`src/rtl/ocf_pkg.sv`:
```
// Package: shared constants, types and timing for the fault-response controller
`default_nettype none
package ocf_pkg;
    // ****************************************************************
    // Timing
    // ****************************************************************
    localparam int CLK_PERIOD_NS = 10;
    localparam int BLANK_TIME_MS = 21;
    localparam int RETRY_TIME_MS = 620;
    localparam int DEBOUNCE_TIME_MS = 16;
    localparam int NS_PER_MS = 1000000;
    localparam int BLANK_CYCLES = BLANK_TIME_MS * (NS_PER_MS / CLK_PERIOD_NS);
    localparam int RETRY_CYCLES = RETRY_TIME_MS * (NS_PER_MS / CLK_PERIOD_NS);
    localparam int DEBOUNCE_CYCLES = DEBOUNCE_TIME_MS * (NS_PER_MS / CLK_PERIOD_NS);
    localparam int CNT_W = 32;
    // Cycles before the sensed current follows a fresh turn-on through the synchroniser
    localparam int CONDUCT_SETTLE_CYCLES = 6;

    // ****************************************************************
    // Limit-type encoding, high select bit first
    // ****************************************************************
    typedef enum logic [1:0] {
        OCF_LATCH_OFF = 2'h0,
        OCF_AUTORETRY = 2'h1,
        OCF_CONTINUOUS = 2'h2
    } ocf_limit_t;

    localparam logic [1:0] SEL_LATCH = 2'h0;
    localparam logic [1:0] SEL_RETRY = 2'h1;

    // Gray-coded states along the usual path
    typedef enum logic [2:0] {
        ST_WAIT_DEB = 3'h0,
        ST_CONDUCT = 3'h1,
        ST_RETRY = 3'h3,
        ST_LATCHED = 3'h2,
        ST_THERMAL = 3'h6
    } ocf_state_t;

    // Comparator bundle from the analog front end
    typedef struct packed {
        logic ov_ext;
        logic ov_int;
        logic uv_ext;
        logic uv_int;
        logic overvoltage_lockout_above_sel;
        logic undervoltage_lockout_above_sel;
        logic overcurrent;
        logic reverse_current;
        logic over_temp;
        logic limit_pin_short;
        logic vdiff_low;
    } ocf_sense_t;

    localparam int SENSE_W = 11;
endpackage : ocf_pkg
`default_nettype wire

```
`src/rtl/ocf_sync.sv`:
```
// Three-stage synchroniser with agreement filter on the last two stages
`default_nettype none
module ocf_sync #(
    parameter int WIDTH = 1
) (
    input wire logic i_core_clk,
    input wire logic i_rst_n,
    input wire logic [WIDTH-1:0] i_async,
    output logic [WIDTH-1:0] o_sync
);
    logic [WIDTH-1:0] s1_q;
    logic [WIDTH-1:0] s2_q;
    logic [WIDTH-1:0] s3_q;

    always_ff @(posedge i_core_clk or negedge i_rst_n)
    begin
        if (!i_rst_n)
        begin
            s1_q <= '0;
            s2_q <= '0;
            s3_q <= '0;
        end
        else
        begin
            s1_q <= i_async;
            s2_q <= s1_q;
            s3_q <= s2_q;
        end
    end

    // A bit changes only once stages two and three agree
    always_ff @(posedge i_core_clk or negedge i_rst_n)
    begin
        if (!i_rst_n)
            o_sync <= '0;
        else
        begin
            for (int i = 0; i < WIDTH; i++)
            begin
                if (s2_q[i] == s3_q[i])
                    o_sync[i] <= s3_q[i];
            end
        end
    end
endmodule // ocf_sync
`default_nettype wire

```
`src/rtl/ocf_timer.sv`:
```
// Restartable terminal-count timer
`default_nettype none
module ocf_timer #(
    parameter int CNT_W = 32
) (
    input wire logic i_core_clk,
    input wire logic i_rst_n,
    input wire logic i_run,
    input wire logic [CNT_W-1:0] i_terminal,
    output logic o_done
);
    logic [CNT_W-1:0] cnt_q;

    // Counts while run is held; dropping run restarts from zero
    always_ff @(posedge i_core_clk or negedge i_rst_n)
    begin
        if (!i_rst_n)
            cnt_q <= '0;
        else if (!i_run)
            cnt_q <= '0;
        else if (cnt_q != i_terminal)
            cnt_q <= cnt_q + 1'b1;
    end

    assign o_done = i_run && (cnt_q == i_terminal);
endmodule // ocf_timer
`default_nettype wire

```
`src/rtl/ocf_ctrl.sv`:
```
// Fault-response controller: lockouts, limit type, blanking, retry, thermal
`default_nettype none
module ocf_ctrl
    import ocf_pkg::*;
#(
    parameter int BLANK_CNT = BLANK_CYCLES,
    parameter int RETRY_CNT = RETRY_CYCLES,
    parameter int DEBOUNCE_CNT = DEBOUNCE_CYCLES
) (
    input wire logic i_core_clk,
    input wire logic i_rst_n,
    input wire ocf_pkg::ocf_sense_t i_sense,
    input wire logic i_type_sample_mode,
    input wire logic i_limit_type_sel_lo,
    input wire logic i_limit_type_sel_hi,
    input wire logic i_enable,
    input wire logic i_hv_enable_n,
    input wire logic i_reverse_block_disable,
    output logic o_fet_on,
    output logic o_current_limit_active,
    output logic o_reverse_block_on,
    output logic o_fault_flag_n_o,
    output logic o_fault_flag_n_oe,
    output ocf_pkg::ocf_limit_t o_limit_type
);
    // ****************************************************************
    // Input synchronisation
    // ****************************************************************
    localparam int PIN_W = SENSE_W + 6;
    logic [PIN_W-1:0] pins_raw;
    logic [PIN_W-1:0] pins_s;
    ocf_sense_t sense;
    logic mode_s, sel_lo_s, sel_hi_s, en_s, hv_enable_n_n_s, rbd_s;

    assign pins_raw = {i_sense, i_type_sample_mode, i_limit_type_sel_lo,
                       i_limit_type_sel_hi, i_enable, i_hv_enable_n,
                       i_reverse_block_disable};

    ocf_sync #(.WIDTH(PIN_W)) u_sync (
        .i_core_clk(i_core_clk),
        .i_rst_n(i_rst_n),
        .i_async(pins_raw),
        .o_sync(pins_s)
    );

    assign {sense, mode_s, sel_lo_s, sel_hi_s, en_s, hv_enable_n_n_s, rbd_s} = pins_s;

    function automatic ocf_limit_t decode_type(input logic hi, input logic lo);
        case ({hi, lo})
            SEL_LATCH: decode_type = OCF_LATCH_OFF;
            SEL_RETRY: decode_type = OCF_AUTORETRY;
            default: decode_type = OCF_CONTINUOUS;
        endcase
    endfunction

    // ****************************************************************
    // Lockouts and enables
    // ****************************************************************
    logic ov_trip, uv_trip, switch_enabled, force_off;
    // select internal preset when pin sits below select level
    assign ov_trip = sense.overvoltage_lockout_above_sel ? sense.ov_ext : sense.ov_int;
    assign uv_trip = sense.undervoltage_lockout_above_sel ? sense.uv_ext : sense.uv_int;
    assign switch_enabled = !(hv_enable_n_n_s && !en_s);
    // Priority block over the overcurrent machine
    assign force_off = ov_trip || uv_trip || sense.limit_pin_short || !switch_enabled;

    // Enable in its off combination or input power lost clears a latched fault
    logic enable_reset;
    assign enable_reset = !switch_enabled || uv_trip;

    // ****************************************************************
    // Limit type selection
    // ****************************************************************
    ocf_limit_t limit_q;
    always_ff @(posedge i_core_clk or negedge i_rst_n)
    begin
        if (!i_rst_n)
            limit_q <= OCF_CONTINUOUS;
        else if (mode_s)
            limit_q <= decode_type(sel_hi_s, sel_lo_s);
        else if (sense.vdiff_low)
            limit_q <= decode_type(sel_hi_s, sel_lo_s);
    end

    // ****************************************************************
    // Timers
    // ****************************************************************
    ocf_state_t state_q;
    logic blank_run, blank_done, retry_run, retry_done, deb_run, deb_done;

    // Blanking only while overcurrent persists with the switch on
    assign blank_run = sense.overcurrent && (state_q == ST_CONDUCT) && !force_off;
    assign retry_run = (state_q == ST_RETRY);
    assign deb_run = (state_q == ST_WAIT_DEB) && !uv_trip;

    ocf_timer #(.CNT_W(CNT_W)) u_blank (
        .i_core_clk(i_core_clk),
        .i_rst_n(i_rst_n),
        .i_run(blank_run),
        .i_terminal(CNT_W'(BLANK_CNT)),
        .o_done(blank_done)
    );
    ocf_timer #(.CNT_W(CNT_W)) u_retry (
        .i_core_clk(i_core_clk),
        .i_rst_n(i_rst_n),
        .i_run(retry_run),
        .i_terminal(CNT_W'(RETRY_CNT)),
        .o_done(retry_done)
    );
    ocf_timer #(.CNT_W(CNT_W)) u_deb (
        .i_core_clk(i_core_clk),
        .i_rst_n(i_rst_n),
        .i_run(deb_run),
        .i_terminal(CNT_W'(DEBOUNCE_CNT)),
        .o_done(deb_done)
    );

    // ****************************************************************
    // Fault-response state machine
    // ****************************************************************
    // Latched states persist through the force-off conditions; only the
    // enable or power cycle returns them to the debounce wait.
    always_ff @(posedge i_core_clk or negedge i_rst_n)
    begin
        if (!i_rst_n)
            state_q <= ST_WAIT_DEB;
        else
        begin
            case (state_q)
                ST_WAIT_DEB:
                begin
                    if (sense.over_temp)
                        state_q <= (limit_q == OCF_LATCH_OFF) ? ST_LATCHED : ST_THERMAL;
                    else if (deb_done && !force_off)
                        state_q <= ST_CONDUCT;
                end
                ST_CONDUCT:
                begin
                    if (force_off)
                        state_q <= ST_WAIT_DEB;
                    else if (sense.over_temp)
                        state_q <= (limit_q == OCF_LATCH_OFF) ? ST_LATCHED : ST_THERMAL;
                    else if (blank_done && limit_q == OCF_AUTORETRY)
                        state_q <= ST_RETRY;
                    else if (blank_done && limit_q == OCF_LATCH_OFF)
                        state_q <= ST_LATCHED;
                end
                ST_RETRY:
                begin
                    if (enable_reset)
                        state_q <= ST_WAIT_DEB;
                    else if (sense.over_temp)
                        state_q <= ST_THERMAL;
                    else if (retry_done)
                        state_q <= ST_CONDUCT;
                end
                ST_LATCHED:
                begin
                    if (enable_reset)
                        state_q <= ST_WAIT_DEB;
                end
                ST_THERMAL:
                begin
                    if (!sense.over_temp)
                    begin
                        if (limit_q == OCF_AUTORETRY)
                            state_q <= ST_RETRY;
                        else
                            state_q <= ST_WAIT_DEB;
                    end
                end
                default: state_q <= ST_WAIT_DEB;
            endcase
        end
    end

    // ****************************************************************
    // Fault flag
    // ****************************************************************
    // Sensed current lags a retry turn-on, so absence of overload counts only once settled
    logic [2:0] conduct_age_q;
    logic conduct_settled;
    assign conduct_settled = (state_q == ST_CONDUCT) && (conduct_age_q == 3'(CONDUCT_SETTLE_CYCLES));
    always_ff @(posedge i_core_clk or negedge i_rst_n)
    begin
        if (!i_rst_n)
            conduct_age_q <= '0;
        else if (state_q != ST_CONDUCT)
            conduct_age_q <= '0;
        else if (!conduct_settled)
            conduct_age_q <= conduct_age_q + 3'h1;
    end
    logic oc_flag_q;
    // Blanking flag holds through retry cycles, drops when overload ends
    always_ff @(posedge i_core_clk or negedge i_rst_n)
    begin
        if (!i_rst_n)
            oc_flag_q <= 1'b0;
        else if (blank_done)
            oc_flag_q <= 1'b1;
        else if (state_q == ST_LATCHED)
            oc_flag_q <= oc_flag_q;
        else if (conduct_settled && !sense.overcurrent)
            oc_flag_q <= 1'b0;
        else if (state_q == ST_WAIT_DEB)
            oc_flag_q <= 1'b0;
    end

    logic rev_trip, flag_any;
    assign rev_trip = sense.reverse_current && !rbd_s;
    assign flag_any = oc_flag_q || rev_trip || sense.over_temp || sense.limit_pin_short
                      || ov_trip || (state_q == ST_THERMAL);

    // ****************************************************************
    // Registered outputs
    // ****************************************************************
    always_ff @(posedge i_core_clk or negedge i_rst_n)
    begin
        if (!i_rst_n)
        begin
            o_fet_on <= 1'b0;
            o_current_limit_active <= 1'b0;
            o_reverse_block_on <= 1'b0;
            o_fault_flag_n_o <= 1'b0;
            o_fault_flag_n_oe <= 1'b1;
            o_limit_type <= OCF_CONTINUOUS;
        end
        else
        begin
            o_fet_on <= (state_q == ST_CONDUCT) && !force_off && !sense.over_temp;
            o_current_limit_active <= (state_q == ST_CONDUCT) && sense.overcurrent;
            o_reverse_block_on <= !rbd_s;
            o_fault_flag_n_o <= 1'b0;
            // Open drain: enable low pulls the flag low
            o_fault_flag_n_oe <= !flag_any;
            o_limit_type <= limit_q;
        end
    end
endmodule // ocf_ctrl
`default_nettype wire

```
`config.mk`:
```
export PLATFORM = sky130hd
export DESIGN_NAME = ocf_ctrl
export DESIGN_NICKNAME = d
export VERILOG_FILES = /design/src/rtl/ocf_pkg.sv /design/src/rtl/ocf_sync.sv /design/src/rtl/ocf_timer.sv /design/src/rtl/ocf_ctrl.sv
export SDC_FILE = /design/constraint.sdc
export NUM_CORES = 1
export LEC_CHECK = 0
export BUFFER_PORTS_ARGS = -buffer_cell sky130_fd_sc_hd__buf_2
export CAP_MARGIN = 0
export CORE_MARGIN = 3
export CORE_UTILIZATION = 55
export DETAILED_ROUTE_END_ITERATION = 8
export GPL_TIMING_DRIVEN = 0
export MAX_ROUTING_LAYER = met4
export PLACE_DENSITY = 0.73
export SYNTH_ARGS = -nofsm -noshare
export SYNTH_HDL_FRONTEND = slang
export SYNTH_SLANG_ARGS = --single-unit
```
`constraint.sdc`:
```
create_clock -name i_core_clk -period 2.8 [get_ports i_core_clk]
set_clock_uncertainty 0.1 [all_clocks]
set_input_delay 0.14 -clock i_core_clk [delete_from_list [all_inputs] [get_ports i_core_clk]]
set_output_delay 0.14 -clock i_core_clk [all_outputs]
set_load 0.02 [all_outputs]
```
==> flow_summary_export.csv, run 1 <==
group,metric,value,unit
global_routing,grt_usage,21.05,%
layout,layoutNonFillerInstCount,940,
drt,wl_per_cell,14.91,um
setup_path,cp_common_cell,"nor3_1",
layout,fin_nets,779,
synthesis,synth-seq-cells,179,
setup_path,crit_required,3070,ps
setup_path,path_cells,"inv_1, ha_1, nor4b_1, nand4_1, nor3_1, nor4_1, nor3_1, a21o_1",
power_and_ir_drop,irDropWorstVdd,0.5751,mV
timing,period_needed,2531,ps
worst_hold_path,hp-class,"in -> async",
clock_network,cts_made_buffers,17,
run_status,outcome,"complete, no violations",
power_and_ir_drop,swShare,27.25,%
timing,slew_viol_final,0,
synthesis,synth_edf_count,0,
power_and_ir_drop,power.density,648.9,nW/um^2
synthesis,yosysTopAreaCell,"dfrtp_1",
power_and_ir_drop,intPower,0.004105,W
drt,met2_length,7087,um
clock_network,post_cts.repair.setup_buffers,0,
timing,slew_headroom,53.12,%
synthesis,syn_inst,690,
timing,hold_viol,0,
synthesis,synthTopCellsByArea,"dfrtp_1, nor2_1, xor2_1, xnor2_1, nand3_1",
synthesis,synth_top_area_share,58.14,%
layout,final_common_cell,"dfrtp_1",
placement,numPortBuffers,24,
flow_run,maxCapViolCount,0,
floorplan,die-area,15220,um^2
global_routing,grt_pass1_vias,5172,
synthesis,async_flop_share,100.0,%
placement,dpl.cell_count,891,
global_routing,antenna_found_initial,0,
placement,finalWeightedCongestion,0.8687,
power_and_ir_drop,power_frac_comb,10.7,%
timing,finalSetupViolCount,0,
layout,stdcell_area,8695,um^2
floorplan,io_pins,26,
drt,highest_layer,"met4",
clock_network,cts_tree,"done",
floorplan,rows,42,
clock_network,root_buffer,"clkbuf_16",
setup_path,crit_fanout,4,
power_and_ir_drop,clkPwrFrac,40.2,%
setup_path,cp_slowest_stage_delay,600,ps
synthesis,synth.lib_cells_used.distinct,48,
clock_network,path_clk_slew,70,ps
setup_path,crit_family,"simple AND/OR/NAND/NOR gates",
synthesis,syn_nets,717,
setup_path,critPathKind,"reg -> reg",
placement,dp_worst_setup_slack,427.5,ps
drt,wl,14020,um
setup_path,slowest_stage,"nor3_1",
synthesis,yosysWarnings,0,
placement,dpl_cell_area,7953,um^2
drt,drc_errors,0,
floorplan,die_height,123.4,um
layout,area_growth,14.78,%
global_routing,grt_first_pass_wirelength,24380,um
placement,hpwl,9183,um
clock_network,clockBufferDepth,2,
synthesis,ys_seq_area_share,59.18,%
setup_path,endpoint_kind,"flip-flop",
drt,vias_per_cell,5.510,
power_and_ir_drop,seqPwrFrac,49.1,%
power_and_ir_drop,power_switching,0.001537,W
global_routing,grt-ovfl-total,0,
setup_path,worst-endpoint-arrival,2800,ps
timing,max_freq,395.1,MHz
floorplan,fp.dieW,123.4,um
layout,antenna_cells,0,
clock_network,clock_sinks,179,
drt,firstDrtPassIters,7,
drt,dr_wl_met3,391,um
synthesis,ys.flop_type,"dfrtp_1",
timing,finalCritPeriodShare,90.40,%
timing,worst_slack,268.7,ps
power_and_ir_drop,power.leakage,3.595,nW
timing,tightest_slew,697.9,ps
layout,drive_gt1_share,9.817,%
floorplan,core,13350,um^2
drt,vias,5179,
layout,final_cell_mix,"dfrtp_1, nor2_1, nand2_1",
clock_network,htree_levels,4,
timing,rsz0062_at_grt,"false",
synthesis,synth_area,7575,um^2
setup_path,critPathLaunchType,"flip-flop",
synthesis,synth_area_per_cell,10.98,um^2
drt,drt.antenna.violating_nets,0,
clock_network,clock_latency,440,ps
drt,wl_met1,6296,um
floorplan,start_util,56.75,%
global_routing,grt_max_degree,112,
drt,drt_iter0_drc,390,
setup_path,cp_num_buf_inv,1,
-- metal layers --
metal  global-route usage [%]  up-vias
met5                        -        -
met4                    8.166        0
met3                    4.529       22
met2                    33.71       82
met1                    26.44     2603
li1                         -     2472
-- state kept, by name, indices dropped and copies added, names as in the netlist --
signal,cells
o_limit_type,2
u_sync.o_sync,17
o_fault_flag_n_oe,1
o_reverse_block_on,1
conduct_age_q,3
state_q,3
u_sync.s2_q,17
limit_q,2
u_sync.s1_q,17
u_blank.cnt_q,32
u_retry.cnt_q,32
u_deb.cnt_q,32
oc_flag_q,1
o_fet_on,1
u_sync.s3_q,17
o_current_limit_active,1
-- cell type report --
class / count / area [um^2]
fill: 1042 / 4653
clock buffer: 18 / 429.2
sequential: 179 / 4483
tap: 176 / 220.2
multi-input combinational: 476 / 2952
buffer: 16 / 68.82
clock inverter: 13 / 132.6
inverter: 19 / 71.32
timing repair buffer: 43 / 337.8
-- power by group through the flow --
stage	combinational (W)	clock (W)	sequential, W
6_report	0.000604	0.00227	0.00277
5_1_grt	0.000673	0.00243	0.00279
4_1_cts	0.000601	0.00231	0.00277
3_5_place_dp	0.000570	0	0.00282
3_3_place_gp	0.000541	0	0.00282
2_1_floorplan	0.000373	0	0.00281
-- repair_timing --
item                                   4_1_cts  5_1_grt
endpoints found under the hold margin       85        0
hold buffers                                18        0
resized for setup                            0        0
setup endpoints to repair                    0        0
-- per-stage QoR --
stage          utilization, %  total power (W)  TNS (ps)  hold WS [ps]
6_report                65.14         0.005642         0         145.5
5_1_grt                 65.14         0.005888         0         191.8
4_1_cts                 65.14         0.005688         0         160.4
3_5_place_dp            59.58         0.003392         0         30.04
3_3_place_gp            59.30         0.003356   -188630         147.5
2_1_floorplan               -         0.003187         0        -255.6
-- synth_stat cells (2+ instances only) --
cell type and n:
xnor2_1 40, nand2_1 46, or4_1 3, o21ai_0 13, buf_4 2, inv_1 19
a211oi_1 2, a211o_1 3, dfstp_2 3, nor2_1 120, o311ai_0 2, nor3b_1 2
nor3_1 16, xor2_1 44, and3_1 17, and2_1 3, mux2i_1 3, nand4_1 22
clkbuf_1 13, maj3_1 17, or3_1 10, and4_1 7, mux2_2 3, dfrtp_1 176
nor4_2 2, ha_1 8, or2_2 2, nor4b_1 6, nand3_1 38, nor4_1 11
a21oi_1 11, nor4_4 2, nand2b_1 3, nor2b_1 7
-- final timing paths --
| path | from | to | slack, ps | cells past startpoint |
|---|---|---|---|---|
| max | u_retry.cnt_q[0]$_DFFE_PN0N_ | state_q[0]$_DFFE_PN0P_ | 270 | 8 |
| max in group asynchronous | i_rst_n | limit_q[1]$_DFFE_PN1P_ | 1570 | 3 |
| max reg2reg | u_retry.cnt_q[0]$_DFFE_PN0N_ | state_q[0]$_DFFE_PN0P_ | 270 | 8 |
| min in group i_core_clk | i_type_sample_mode | u_sync.s1_q[5]$_DFF_PN0_ | 240 | 2 |
| min reg2reg | u_sync.s1_q[3]$_DFF_PN0_ | u_sync.s2_q[3]$_DFF_PN0_ | 250 | 0 |
| min | i_rst_n | u_blank.cnt_q[22]$_DFFE_PN0N_ | 150 | 2 |
-- cells by family (layout without fill, tap and decap cells) --
family | count (synthesis) | count (layout) | synth area share [%]
AOI/OAI and AO/OA | 36 | 36 | 2.874
xor gates and xnor gates | 84 | 84 | 9.713
adders and majority gates | 25 | 25 | 3.568
buffers and inverters | 35 | 109 | 1.850
DFF | 179 | 179 | 59.18
muxes | 6 | 6 | 0.8424
other | 1 | 1 | 0.04951
and+or+nand+nor | 324 | 324 | 21.92
No activity file was read; power rests on OpenSTA's default activity.
==> inputs of run 2 (changes only) <==
CORE_ASPECT_RATIO = 1.4   (was default)
==> flow_summary_export.csv, run 2 (synthesis gave the netlist of run 1 again) <==
group,metric,value,unit
timing,max_freq,418.5,MHz
placement,numPortBuffers,24,
global_routing,grt-ovfl-total,0,
drt,vias,5122,
drt,drt.antenna.violating_nets,0,
flow_run,maxCapViolCount,0,
setup_path,crit_fanout,4,
clock_network,hold_buffers,18,
setup_path,critPathKind,"reg -> reg",
timing,tightest_slew,797.9,ps
layout,final_common_cell,"dfrtp_1",
floorplan,die-area,15240,um^2
layout,stdcell_area,8783,um^2
clock_network,clockBufferDepth,2,
setup_path,endpoint_kind,"flip-flop",
run_status,outcome,"complete, no violations",
clock_network,ctsResizeCount,0,
drt,wl,13970,um
clock_network,clock_latency,430,ps
setup_path,critPathLaunchType,"flip-flop",
drt,drc_errors,0,
setup_path,crit_required,3060,ps
power_and_ir_drop,swShare,28.62,%
timing,finalSetupViolCount,0,
power_and_ir_drop,power_frac_comb,10.3,%
clock_network,root_buffer,"clkbuf_16",
power_and_ir_drop,seqPwrFrac,47.4,%
floorplan,rows,50,
clock_network,cts_tree,"done",
clock_network,clock_sinks,179,
floorplan,io_pins,26,
power_and_ir_drop,irDropWorstVdd,0.6113,mV
global_routing,grt_first_pass_wirelength,23690,um
global_routing,grt_max_degree,109,
power_and_ir_drop,power.leakage,3.624,nW
timing,finalCritPeriodShare,85.34,%
power_and_ir_drop,power_switching,0.001674,W
layout,fin_nets,779,
placement,hpwl,9247,um
floorplan,die_height,144.9,um
layout,fin_util,65.30,%
drt,firstDrtPassIters,5,
power_and_ir_drop,power.density,665.8,nW/um^2
global_routing,antenna_found_initial,0,
floorplan,fp.dieW,105.2,um
placement,dp_worst_setup_slack,470.4,ps
setup_path,worst-endpoint-arrival,2650,ps
worst_hold_path,hp-class,"in -> async",
clock_network,cts_made_buffers,17,
global_routing,grt_usage,19.85,%
timing,worst_slack,410.4,ps
clock_network,path_clk_slew,80,ps
power_and_ir_drop,intPower,0.004174,W
placement,dpl_cell_area,7960,um^2
drt,vias_per_cell,5.409,
timing,hold_viol,0,
layout,antenna_cells,0,
power_and_ir_drop,clkPwrFrac,42.3,%
floorplan,core,13450,um^2
layout,drive_gt1_share,10.07,%
timing,rsz0062_at_grt,"false",
placement,finalWeightedCongestion,0.8291,
timing,slew_headroom,46.31,%
layout,area_growth,15.96,%
power_and_ir_drop,p_total,0.005848,W
timing,slew_viol_final,0,
floorplan,start_util,56.32,%
drt,wl_per_cell,14.75,um
layout,reg_top3,"u_blank.cnt_q x32, u_deb.cnt_q x32, u_retry.cnt_q x32",
drt,drt_iter0_drc,245,
timing,period_needed,2390,ps
clock_network,htree_levels,4,
clock_network,post_cts.repair.setup_buffers,0,
layout,final_cell_mix,"dfrtp_1, nor2_1, nand2_1",
global_routing,grt_pass1_vias,5225,
-- run 2: worst paths after layout --
check | start | end | slack, ps | depth (start not counted)
worst min register to register | u_sync.s1_q[16]$_DFF_PN0_ | u_sync.s2_q[16]$_DFF_PN0_ | 250 | 0
min in group i_core_clk | i_sense[10] | u_sync.s1_q[16]$_DFF_PN0_ | 240 | 2
worst max register to register | u_retry.cnt_q[0]$_DFFE_PN0N_ | state_q[0]$_DFFE_PN0P_ | 410 | 8
worst min-delay path | i_rst_n | u_retry.cnt_q[13]$_DFFE_PN0N_ | 140 | 2
max in group asynchronous | i_rst_n | u_deb.cnt_q[23]$_DFFE_PN0P_ | 1570 | 3
worst max-delay path | u_retry.cnt_q[0]$_DFFE_PN0N_ | state_q[0]$_DFFE_PN0P_ | 410 | 8
-- run 2: metal layers --
layer	GRT usage [%]	vias to the layer above	share of wire [%]
met5	-	-	0
met4	6.842	0	1.5
met3	4.261	19	2.6
met2	34.98	84	53
met1	22.52	2550	43
li1	-	2469	-
-- run 2: worst max-delay path, stage by stage (launching register included) --
cell     delay, ps
dfrtp_1        400
inv_1          110
ha_1           150
nor4b_1        250
nand4_1        150
nor3_1         620
nor4_1         190
nor3_1         210
a21o_1         130
-- run 2: power groups by stage --
stage | clock (W) | combinational [W] | sequential, W
after floorplan | 0 | 0.000373 | 0.00281
after global placement | 0 | 0.000549 | 0.00282
after detailed placement | 0 | 0.000578 | 0.00282
after CTS | 0.00253 | 0.000605 | 0.00277
after global routing | 0.00263 | 0.000671 | 0.00278
final | 0.00248 | 0.000602 | 0.00277
-- run 2: metrics by stage --
| stage | TNS (ps) | instances | hold WS (ps) |
|---|---|---|---|
| CTS | 0 | 947 | 164.1 |
| global route | 0 | 947 | 191.4 |
| detailed placement | 0 | 897 | 31.05 |
| global placement | -196900 | 896 | 147.4 |
| finish | 0 | 947 | 141.1 |
| floorplan | 0 | 690 | -255.6 |
-- run 2: layout make-up --
| cell class | instances | area, um^2 |
|---|---|---|
| Fill cell | 1002 | 4667 |
| Sequential cell | 179 | 4483 |
| Multi-Input combinational cell | 476 | 2952 |
| Clock buffer | 17 | 425.4 |
| Timing Repair Buffer | 43 | 337.8 |
| Tap cell | 182 | 227.7 |
| Clock inverter | 15 | 217.7 |
| Inverter | 19 | 71.32 |
| Buffer | 16 | 68.82 |
